**src/inc/picdr_consts.svh**
```systemverilog
`ifndef PICDR_CONSTS_SVH
`define PICDR_CONSTS_SVH

// ----------------------------------------
// register addresses
// ----------------------------------------
`define PICDR_REG_IRQ       5'h1b
`define PICDR_REG_DIAG      5'h1d
`define PICDR_REG_CTRL1     5'h1e

// ----------------------------------------
// field positions
// ----------------------------------------
`define PICDR_IRQ_EN_HI     15
`define PICDR_IRQ_EN_LO     8
`define PICDR_DIAG_RUN_BIT  15
`define PICDR_LED_HI        15
`define PICDR_LED_LO        14

// ----------------------------------------
// reset values and codes
// ----------------------------------------
`define PICDR_RST_EN        8'h00
`define PICDR_RST_FLAGS     8'h00
`define PICDR_RST_RESULT    2'h0
`define PICDR_RST_COUNT     9'h000
`define PICDR_RST_LED       2'h0
`define PICDR_LED_ACT_LINK  2'h1
`define PICDR_OP_READ       2'h2
`define PICDR_OP_WRITE      2'h1

// ----------------------------------------
// serial frame layout
// ----------------------------------------
`define PICDR_PREAMBLE_LEN  6'h20
`define PICDR_HDR_LAST      5'h0c
`define PICDR_RD_BITS       5'h10
`define PICDR_WR_LAST       5'h11

`endif

```
**src/inc/picdr_pkg.sv**
```systemverilog
package picdr_pkg;

    typedef enum logic [2:0] {
        ST_PRE,
        ST_HDR,
        ST_TA_RD,
        ST_DATA_RD,
        ST_DATA_WR
    } picdr_state_e;

endpackage : picdr_pkg

```
**src/picdr_regs.sv**
```systemverilog
`timescale 1ns/1ps
`default_nettype none
`include "picdr_consts.svh"

module picdr_regs #(
    parameter logic [4:0] PHY_ADDR = 5'h01
) (
    input  wire logic       mclk,
    input  wire logic       rst_n,
    input  wire logic       mdc,
    input  wire logic       mdio_in,
    output logic            mdio_out,
    output logic            mdio_oe_n,
    input  wire logic [7:0] evt_in,
    output logic            irq,
    output logic            diag_start,
    input  wire logic       diag_done,
    input  wire logic [1:0] diag_result,
    input  wire logic [8:0] diag_count,
    input  wire logic       link_status,
    input  wire logic       activity,
    input  wire logic       speed_100,
    input  wire logic       polarity_rev,
    input  wire logic       far_end_fault,
    input  wire logic       mdix_state,
    output logic            indicator_out_a,
    output logic            indicator_out_b
);

    // ----------------------------------------
    // state
    // ----------------------------------------
    logic                      mdc_s1_reg;
    logic                      mdc_s2_reg;
    logic                      mdc_s3_reg;
    logic                      mdio_s1_reg;
    logic                      mdio_s2_reg;
    picdr_pkg::picdr_state_e   state_reg;
    picdr_pkg::picdr_state_e   state_next;
    logic [5:0]                ones_reg;
    logic [5:0]                ones_next;
    logic [4:0]                cnt_reg;
    logic [4:0]                cnt_next;
    logic [15:0]               shift_reg;
    logic [15:0]               shift_next;
    logic [4:0]                addr_reg;
    logic [4:0]                addr_next;
    logic                      out_reg;
    logic                      out_next;
    logic                      oe_n_reg;
    logic                      oe_n_next;
    logic [7:0]                en_reg;
    logic [7:0]                en_next;
    logic [7:0]                flags_reg;
    logic [7:0]                flags_next;
    logic                      run_reg;
    logic                      run_next;
    logic [1:0]                result_reg;
    logic [1:0]                result_next;
    logic [8:0]                count_reg;
    logic [8:0]                count_next;
    logic [1:0]                led_reg;
    logic [1:0]                led_next;
    logic                      start_reg;
    logic                      start_next;
    logic                      irq_reg;
    logic                      irq_next;
    logic                      ind_a_reg;
    logic                      ind_a_next;
    logic                      ind_b_reg;
    logic                      ind_b_next;

    logic                      mdc_rise;
    logic                      bit_in;
    logic [12:0]               hdr;
    logic [15:0]               wdata;
    logic [15:0]               rdata;
    logic [7:0]                clr_mask;
    logic                      wr_en;

    assign mdc_rise = mdc_s2_reg & ~mdc_s3_reg;
    assign bit_in   = mdio_s2_reg;
    assign hdr      = {shift_reg[11:0], bit_in};
    assign wdata    = {shift_reg[14:0], bit_in};

    // ----------------------------------------
    // read value mux
    // ----------------------------------------
    always_comb begin
        case (hdr[4:0])
            `PICDR_REG_IRQ:   rdata = {en_reg, flags_reg};
            `PICDR_REG_DIAG:  rdata = {run_reg, result_reg, 4'h0, count_reg};
            `PICDR_REG_CTRL1: rdata = {led_reg, polarity_rev, far_end_fault,
                                       mdix_state, 11'h000};
            default:          rdata = 16'h0000;
        endcase
    end

    // ----------------------------------------
    // next-state logic
    // ----------------------------------------
    always_comb begin
        state_next  = state_reg;
        ones_next   = ones_reg;
        cnt_next    = cnt_reg;
        shift_next  = shift_reg;
        addr_next   = addr_reg;
        out_next    = out_reg;
        oe_n_next   = oe_n_reg;
        en_next     = en_reg;
        run_next    = run_reg;
        result_next = result_reg;
        count_next  = count_reg;
        led_next    = led_reg;
        start_next  = 1'b0;
        clr_mask    = 8'h00;
        wr_en       = 1'b0;

        if (mdc_rise) begin
            case (state_reg)
                picdr_pkg::ST_PRE: begin
                    if (bit_in) begin
                        if (ones_reg != `PICDR_PREAMBLE_LEN) begin
                            ones_next = ones_reg + 6'h01;
                        end
                    end else begin
                        if (ones_reg == `PICDR_PREAMBLE_LEN) begin
                            state_next = picdr_pkg::ST_HDR;
                            cnt_next   = 5'h00;
                        end
                        ones_next = 6'h00;
                    end
                end
                picdr_pkg::ST_HDR: begin
                    shift_next = {shift_reg[14:0], bit_in};
                    cnt_next   = cnt_reg + 5'h01;
                    if (cnt_reg == `PICDR_HDR_LAST) begin
                        state_next = picdr_pkg::ST_PRE;
                        addr_next  = hdr[4:0];
                        if (hdr[12] && hdr[9:5] == PHY_ADDR) begin
                            if (hdr[11:10] == `PICDR_OP_READ) begin
                                state_next = picdr_pkg::ST_TA_RD;
                                shift_next = rdata;
                                if (hdr[4:0] == `PICDR_REG_IRQ) begin
                                    clr_mask = 8'hff;
                                end
                            end else if (hdr[11:10] == `PICDR_OP_WRITE) begin
                                state_next = picdr_pkg::ST_DATA_WR;
                                cnt_next   = 5'h00;
                            end
                        end
                    end
                end
                picdr_pkg::ST_TA_RD: begin
                    oe_n_next  = 1'b0;
                    out_next   = 1'b0;
                    cnt_next   = 5'h00;
                    state_next = picdr_pkg::ST_DATA_RD;
                end
                picdr_pkg::ST_DATA_RD: begin
                    if (cnt_reg == `PICDR_RD_BITS) begin
                        oe_n_next  = 1'b1;
                        out_next   = 1'b0;
                        ones_next  = 6'h00;
                        state_next = picdr_pkg::ST_PRE;
                    end else begin
                        out_next   = shift_reg[15];
                        shift_next = {shift_reg[14:0], 1'b0};
                        cnt_next   = cnt_reg + 5'h01;
                    end
                end
                picdr_pkg::ST_DATA_WR: begin
                    shift_next = wdata;
                    cnt_next   = cnt_reg + 5'h01;
                    if (cnt_reg == `PICDR_WR_LAST) begin
                        wr_en      = 1'b1;
                        ones_next  = 6'h00;
                        state_next = picdr_pkg::ST_PRE;
                    end
                end
                default: begin
                    state_next = picdr_pkg::ST_PRE;
                end
            endcase
        end

        if (wr_en) begin
            case (addr_reg)
                `PICDR_REG_IRQ: begin
                    en_next = wdata[`PICDR_IRQ_EN_HI:`PICDR_IRQ_EN_LO];
                end
                `PICDR_REG_DIAG: begin
                    if (wdata[`PICDR_DIAG_RUN_BIT] && !run_reg) begin
                        run_next   = 1'b1;
                        start_next = 1'b1;
                    end
                end
                `PICDR_REG_CTRL1: begin
                    led_next = wdata[`PICDR_LED_HI:`PICDR_LED_LO];
                end
                default: begin
                end
            endcase
        end

        if (diag_done && run_reg) begin
            run_next    = 1'b0;
            result_next = diag_result;
            count_next  = diag_count;
        end

        // set wins over clear-on-read
        flags_next = (flags_reg & ~clr_mask) | evt_in;
        irq_next = |(en_reg & flags_reg);

        case (led_reg)
            `PICDR_LED_ACT_LINK: begin
                ind_a_next = link_status;
                ind_b_next = activity;
            end
            default: begin
                ind_a_next = link_status & ~activity;
                ind_b_next = speed_100;
            end
        endcase
    end

    // ----------------------------------------
    // registers
    // ----------------------------------------
    always_ff @(posedge mclk) begin
        if (!rst_n) begin
            mdc_s1_reg  <= 1'b0;
            mdc_s2_reg  <= 1'b0;
            mdc_s3_reg  <= 1'b0;
            mdio_s1_reg <= 1'b1;
            mdio_s2_reg <= 1'b1;
            state_reg   <= picdr_pkg::ST_PRE;
            ones_reg    <= 6'h00;
            cnt_reg     <= 5'h00;
            shift_reg   <= 16'h0000;
            addr_reg    <= 5'h00;
            out_reg     <= 1'b0;
            oe_n_reg    <= 1'b1;
            en_reg      <= `PICDR_RST_EN;
            flags_reg   <= `PICDR_RST_FLAGS;
            run_reg     <= 1'b0;
            result_reg  <= `PICDR_RST_RESULT;
            count_reg   <= `PICDR_RST_COUNT;
            led_reg     <= `PICDR_RST_LED;
            start_reg   <= 1'b0;
            irq_reg     <= 1'b0;
            ind_a_reg   <= 1'b0;
            ind_b_reg   <= 1'b0;
        end else begin
            mdc_s1_reg  <= mdc;
            mdc_s2_reg  <= mdc_s1_reg;
            mdc_s3_reg  <= mdc_s2_reg;
            mdio_s1_reg <= mdio_in;
            mdio_s2_reg <= mdio_s1_reg;
            state_reg   <= state_next;
            ones_reg    <= ones_next;
            cnt_reg     <= cnt_next;
            shift_reg   <= shift_next;
            addr_reg    <= addr_next;
            out_reg     <= out_next;
            oe_n_reg    <= oe_n_next;
            en_reg      <= en_next;
            flags_reg   <= flags_next;
            run_reg     <= run_next;
            result_reg  <= result_next;
            count_reg   <= count_next;
            led_reg     <= led_next;
            start_reg   <= start_next;
            irq_reg     <= irq_next;
            ind_a_reg   <= ind_a_next;
            ind_b_reg   <= ind_b_next;
        end
    end

    assign mdio_out        = out_reg;
    assign mdio_oe_n       = oe_n_reg;
    assign irq             = irq_reg;
    assign diag_start      = start_reg;
    assign indicator_out_a = ind_a_reg;
    assign indicator_out_b = ind_b_reg;

endmodule : picdr_regs
`default_nettype wire

```
**config.mk**
```make
export PLATFORM = sky130hd
export DESIGN_NAME = picdr_regs
export DESIGN_NICKNAME = d
export VERILOG_FILES = /design/src/inc/picdr_pkg.sv /design/src/picdr_regs.sv
export VERILOG_INCLUDE_DIRS = /design/src /design/src/inc
export SDC_FILE = /design/constraint.sdc
export NUM_CORES = 1
export LEC_CHECK = 0
export ABC_CLOCK_PERIOD_IN_PS = 2700
export BUFFER_PORTS_ARGS = -buffer_cell sky130_fd_sc_hd__buf_2
export CORE_UTILIZATION = 40
export DETAILED_ROUTE_END_ITERATION = 8
export SLEW_MARGIN = 20
export SYNTH_ARGS = -nofsm -noshare
export SYNTH_HDL_FRONTEND = slang
export SYNTH_SLANG_ARGS = --single-unit
```
**constraint.sdc**
```tcl
create_clock -name mclk -period 2.7 [get_ports mclk]
set_clock_uncertainty 0.15 [all_clocks]
set_input_delay 0.135 -clock mclk [delete_from_list [all_inputs] [get_ports mclk]]
set_output_delay 0.135 -clock mclk [all_outputs]
set_load 0.005 [all_outputs]
```
### Word-level counts from Yosys, hierarchy flattened

Index checks and enable logic that the tools add are counted.

| word-level totals | value |
|---|---|
| register bits after elaboration | 76 |
| bits in latches | 0 |
| bits in writable memories | 0 |
| ROM bits | 0 |
| input port bits | 30 |
| output and inout port bits | 6 |
| word-level logic and storage cells | 125 |
| memories kept | 0 |

| cells by class | value |
|---|---|
| add/subtract/negate cells | 2 |
| multiply operators | 0 |
| div/mod/pow operators | 0 |
| $lt $le $gt $ge | 0 |
| equal/unequal tests | 26 |
| shifts and indexed selects | 0 |
| multiplexer cells | 44 |
| bitwise gates (word level) | 9 |
| reduce and logical (&&, ||, !) cells | 22 |

Operators with widths:

| operator | count |
|---|---|
| one-hot mux 16 bit (3 select lines) | 2 |
| 2-to-1 mux 16 bit | 4 |
| 2-to-1 mux 8 bit | 6 |
| equality test 5 bit (second input constant) | 8 |
| 2-to-1 mux 5 bit | 7 |
| one-hot mux 5 bit (5 select lines) | 1 |
| 2-to-1 mux 3 bit | 8 |
| 2-to-1 mux 6 bit | 4 |
| one-hot mux 6 bit (3 select lines) | 1 |
| AND 8 bit | 2 |
| one-hot mux 3 bit (5 select lines) | 1 |
| AND reduction 3 bit | 5 |
| inequality test 2 bit (second input constant) | 6 |
| AND reduction 5 bit | 2 |
| 2-to-1 mux 1 bit | 8 |
| NOT 8 bit | 1 |
| bitwise OR 8 bit | 1 |
| OR reduction 8 bit | 1 |
| adder 6 x 1 -> 6 bit (second input constant) | 1 |
| equality test 3 x 2 -> 1 bit (second input constant) | 2 |
| equality test 6 bit (second input constant) | 1 |
| inequality test 6 bit (second input constant) | 1 |
| AND reduction 2 bit | 3 |
| AND reduction 6 bit | 1 |
| other kinds (18) | 26 |

### Longest topological paths before layout

| depth | value |
|---|---|
| word-level depth | 10 |
| gate-level depth with buffers | 9 |
| depth with buffers taken out | 7 |

### Worst setup path after synthesis

Ideal clock, no wire load.

| timing | value |
|---|---|
| path type | flip-flop to flip-flop |
| from | register cnt_reg[0] |
| to | register ones_reg[4] |
| setup time | 0.070 ns |
| arrival time | 1.984 ns |
| required time | 2.480 ns |
| setup slack | 0.496 ns |
| stages on the path, launching flop included | 9 |
| buffers on the path | 1 |
| period minus slack after synthesis | 2.204 ns |
| path through | dfxtp_1 -> inv_1 -> ha_1 -> nand4bb_1 -> a221o_1 -> o21bai_4 -> buf_6 -> or4_1 -> a21oi_1 |

| on the way | value |
|---|---|
| word-level cells in the longest chain between the ends | 3 |
| elaborated cells on any way between the ends | 5 |

RTL lines:

| item | line | text |
|---|---|---|
| from (decl) | picdr_regs.sv:42 | `logic [4:0] cnt_reg;` |
| from (signal assigned) | picdr_regs.sv:263 | `cnt_reg <= cnt_next;` |
| equality test 5 bit (no source line) | - |  |
| inequality test 2 bit (no source line) | - |  |
| AND reduction 5 bit (no source line) * | - |  |
| to (signal assigned) | picdr_regs.sv:262 | `ones_reg <= ones_next;` |
| to (decl) | picdr_regs.sv:40 | `logic [5:0] ones_reg;` |

Every way passes the cells marked *; elsewhere a longest branch is shown, timed or not.
A chain may end at the register's enable or synchronous reset.

### Worst setup path in the final report

| timing | value |
|---|---|
| from | register state_reg[2] |
| to | register ones_reg[4] |

| on the way | value |
|---|---|
| word-level cells in the longest chain between the ends | 3 |
| elaborated cells on any way between the ends | 9 |

RTL lines:

| item | line | text |
|---|---|---|
| from (decl) | picdr_regs.sv:38 | `picdr_pkg::picdr_state_e state_reg;` |
| from (signal assigned) | picdr_regs.sv:238 | `state_reg <= picdr_pkg::ST_PRE;` |
| from (signal assigned) | picdr_regs.sv:261 | `state_reg <= state_next;` |
| equality test 3 bit (tied with other cells) | picdr_regs.sv:120 | `case (state_reg)` |
| inequality test 2 bit (no source line) (tied with other cells) | - |  |
| AND reduction 5 bit (no source line) | - |  |

Several ways; a longest one is shown, not always the timed one.

==> summary.md <==
| Metric | Value |
|---|---|
| Status | `finished, final reports clean` |
| Final critical-path required period | `roughly 2.4 ns` |
| Clock Power Share | `approximately two fifths` |
| CP Launch Type | `register` |
| Clk_lat worst skew | `0.36 ns` |
| Final setup fails | `0` |
| Max_cap viols | `0` |
| Pleak | `between 1.5 and 2 nW` |
| TritonCTS Buffers | `9` |
| CTS tree | `yes` |
| WHS | `0.115 ns` |
| Die Height | `~96 um` |
| Clk buf depth | `2` |
| Worst path bufs/invs | `0` |
| Setup_tns | `0 ns` |
| Max reg flops | `16` |
| Cells along the critical path | `and3b_4 -> a221o_1 -> o21bai_4 -> or4_1 -> a21oi_1` |
| Placer Congestion | `0.841` |
| Final period util | `between 80% and 90%` |
| Synth warn | `0` |
| Initial DRC count | `162` |
| Power per Cell Area | `505 nW/um^2` |
| Ys async rst share | `0%` |
| Most frequent cells in the layout | `76 x dfxtp_1, 43 x nand2_1, 43 x a21oi_1` |
| Clock transition at the registers of the reported paths | `0.09 ns` |
| #FFs+latches synth | `76` |
| Core area | `8380 sq um` |
| Avg Inst Size Synth | `between 8 and 9 sq um` |
| Mapped Area | `3520 sq um` |
| Achievable Freq | `412 MHz` |
| Die area | `9180 sq um` |
| Vias in the first global route | `roughly 2800` |
| Final Hold Fails | `0` |
| Max_slew headroom | `57.5%` |
| Global-route wire length before repair | `~14 mm` |
| Worst-path fanout max | `13` |
| Clk sinks | `76` |
| Starting Density | `roughly 42%` |
| Hpwl dp | `5.87 mm` |
| P_int | `1.63 mW` |
| Row cnt | `33` |
| Layout cell share with drive strength beyond 1 | `15.6%` |
| Post-CTS sizing | `0` |
| Via density | `about 5.4` |
| I/O pin cnt | `36` |
| Cells after synthesis | `around 410` |
| Unique cell type count in the Yosys netlist | `57` |
| WP data required | `about 2.8 ns` |
| Main flop type after synthesis | `dfxtp_1` |
| 1st-pass router iterations | `4` |
| Final nets | `497` |
| Share of the synthesized area in the top cell type | `43.2%` |
| Critical path's slowest cell | `or4_1` |
| Htree depth | `3` |
| Biggest cell delay along the critical path | `0.55 ns` |
| GRT Total Usage | `20.1%` |
| Ranking of synthesized cells by area | `dfxtp_1 43%, a21oi_1 6.1%, mux2i_1 5.1%` |
| Min-delay worst type | `in2reg` |
| Register area share after synthesis | `43.2%` |
| CP endpoint kind | `register` |
| Routed length per instance | `14.9 um` |
| Post-CTS setup buffers | `0` |
| Peak VDD IR | `0.206 mV` |
| Drt drc | `0` |
| Worst Tran Pin Value | `0.633 ns` |
| Routed WL | `8.52 mm` |
| Largest net degree at the start of global routing | `39` |
| Gate power share | `4.9%` |
| Syn-to-layout area delta | `21.3%` |
| Critical path class | `reg2reg` |
| Initial antenna violation count | `0` |
| RSZ-0062 raised after global routing | `no` |
| Pins over their slew limit | `0` |
| Die X | `around 96 um` |
| Sequential power share | `53.2%` |
| Gr ovfl total | `0` |
| Switching power share of the total | `24.4%` |
| Antenna Cells | `0` |
| Via count | `approximately 3100` |
| Switching pwr | `between 0.5 and 0.6 mW` |
| Post-route ant nets | `0` |
| Critical path's top delay family | `simple AND/OR/NAND/NOR gates` |
| Commonest non-fill, non-tap cell in the layout | `dfxtp_1` |
| Biggest area consumer among synthesized cells | `dfxtp_1` |
| Post-synth EDFFs | `0` |
| Synthesized Nets | `441` |
| Root Driver | `clkbuf_8` |
| Number of port buffers | `35` |
| Critical path arrival | `2.55 ns` |
synth_stat cells, drive strengths merged (2+ instances only):
library cell and n:
dfxtp 76, a21oi 43, nand2 43, nor2 38, clkbuf 18, mux2i 18
nand3 16, o21ai 14, nand4 11, a22oi 9, inv 9, nor2b 9
a22o 8, buf 8, o221ai 7, o2bb2ai 6, ha 5, nand2b 5
or4 5, and2 4, nor3 4, xnor2 4, and3 3, nand3b 3
nand4bb 3, o211ai 3, or3 3, a41oi 2, nand4b 2, nor3b 2
nor4 2, nor4b 2, o31ai 2, or2 2
metal layers:
metal  wire, um  track usage, %  part of all wire (%)  vias to the layer above
li1           -               -                     -                     1586
met1       4220            27.1                    50                     1386
met2       3830            31.1                    45                       82
met3        326            3.87                   3.8                       10
met4        146            8.83                   1.7                        0
met5          0               0                     0                        -
tightest hold or removal path: cells and delay by family:
| family | cells | cell delay (ns) |
|---|---|---|
| AOI/OAI and AO/OA | 3 | 0.28 |
| buffers and inverters | 1 | 0.08 |
| and+or+nand+nor | 1 | 0.09 |
through the flow:
step	total power, mW	worst slack, ns	instances	instance area [sq um]	utilization, %
2_1_floorplan	1.21	0.496	406	3520	-
3_3_place_gp	1.25	0.387	531	3810	45.5
3_5_place_dp	1.25	0.303	531	3810	45.5
4_1_cts	2.19	0.294	572	4270	51.0
5_1_grt	2.25	0.139	572	4270	51.0
6_report	2.16	0.276	572	4270	51.0
cells by family (layout without fill, tap and decap cells):
logic type      after synthesis  count (layout)  share of synthesized area, %
simple gates                165             165                          25.3
compound gates              101             101                          18.8
flops                        76              76                          43.2
buf+inv                      36              97                          4.55
mux                          19              19                          5.44
fa+ha+maj                     5               5                          1.78
xor+xnor                      4               4                         0.995
power groups by stage:
| stage | Combinational, mW | Clock, mW | Sequential [mW] |
|---|---|---|---|
| floorplan | 0.0445 | 0 | 1.17 |
| global placement | 0.0761 | 0 | 1.17 |
| detailed placement | 0.0775 | 0 | 1.17 |
| CTS | 0.105 | 0.938 | 1.15 |
| global route | 0.117 | 0.981 | 1.15 |
| finish | 0.105 | 0.905 | 1.15 |
final timing paths:
check,from,cells past startpoint,to,slack [ns]
max,state_reg[2],5,ones_reg[4],0.28
min,far_end_fault,5,shift_reg[12],0.11
max reg2reg,state_reg[2],5,ones_reg[4],0.28
min reg2reg,mdio_s1_reg,1,bit_in,0.26
cell type report:
class                      instances  area [sq um]
clock buffer                       9           124
clock inverter                     7          83.8
fill                             790          4110
inverter                          10          37.5
multi-input combinational        294          1850
sequential                        76          1520
tap                              105           131
timing repair buffer              71           520
repair_timing:
item,in CTS,in global routing
endpoints found under the setup margin,0,0
endpoints found under the hold margin,24,0
hold buffers,25,0
(Power assumes the default switching activity.)
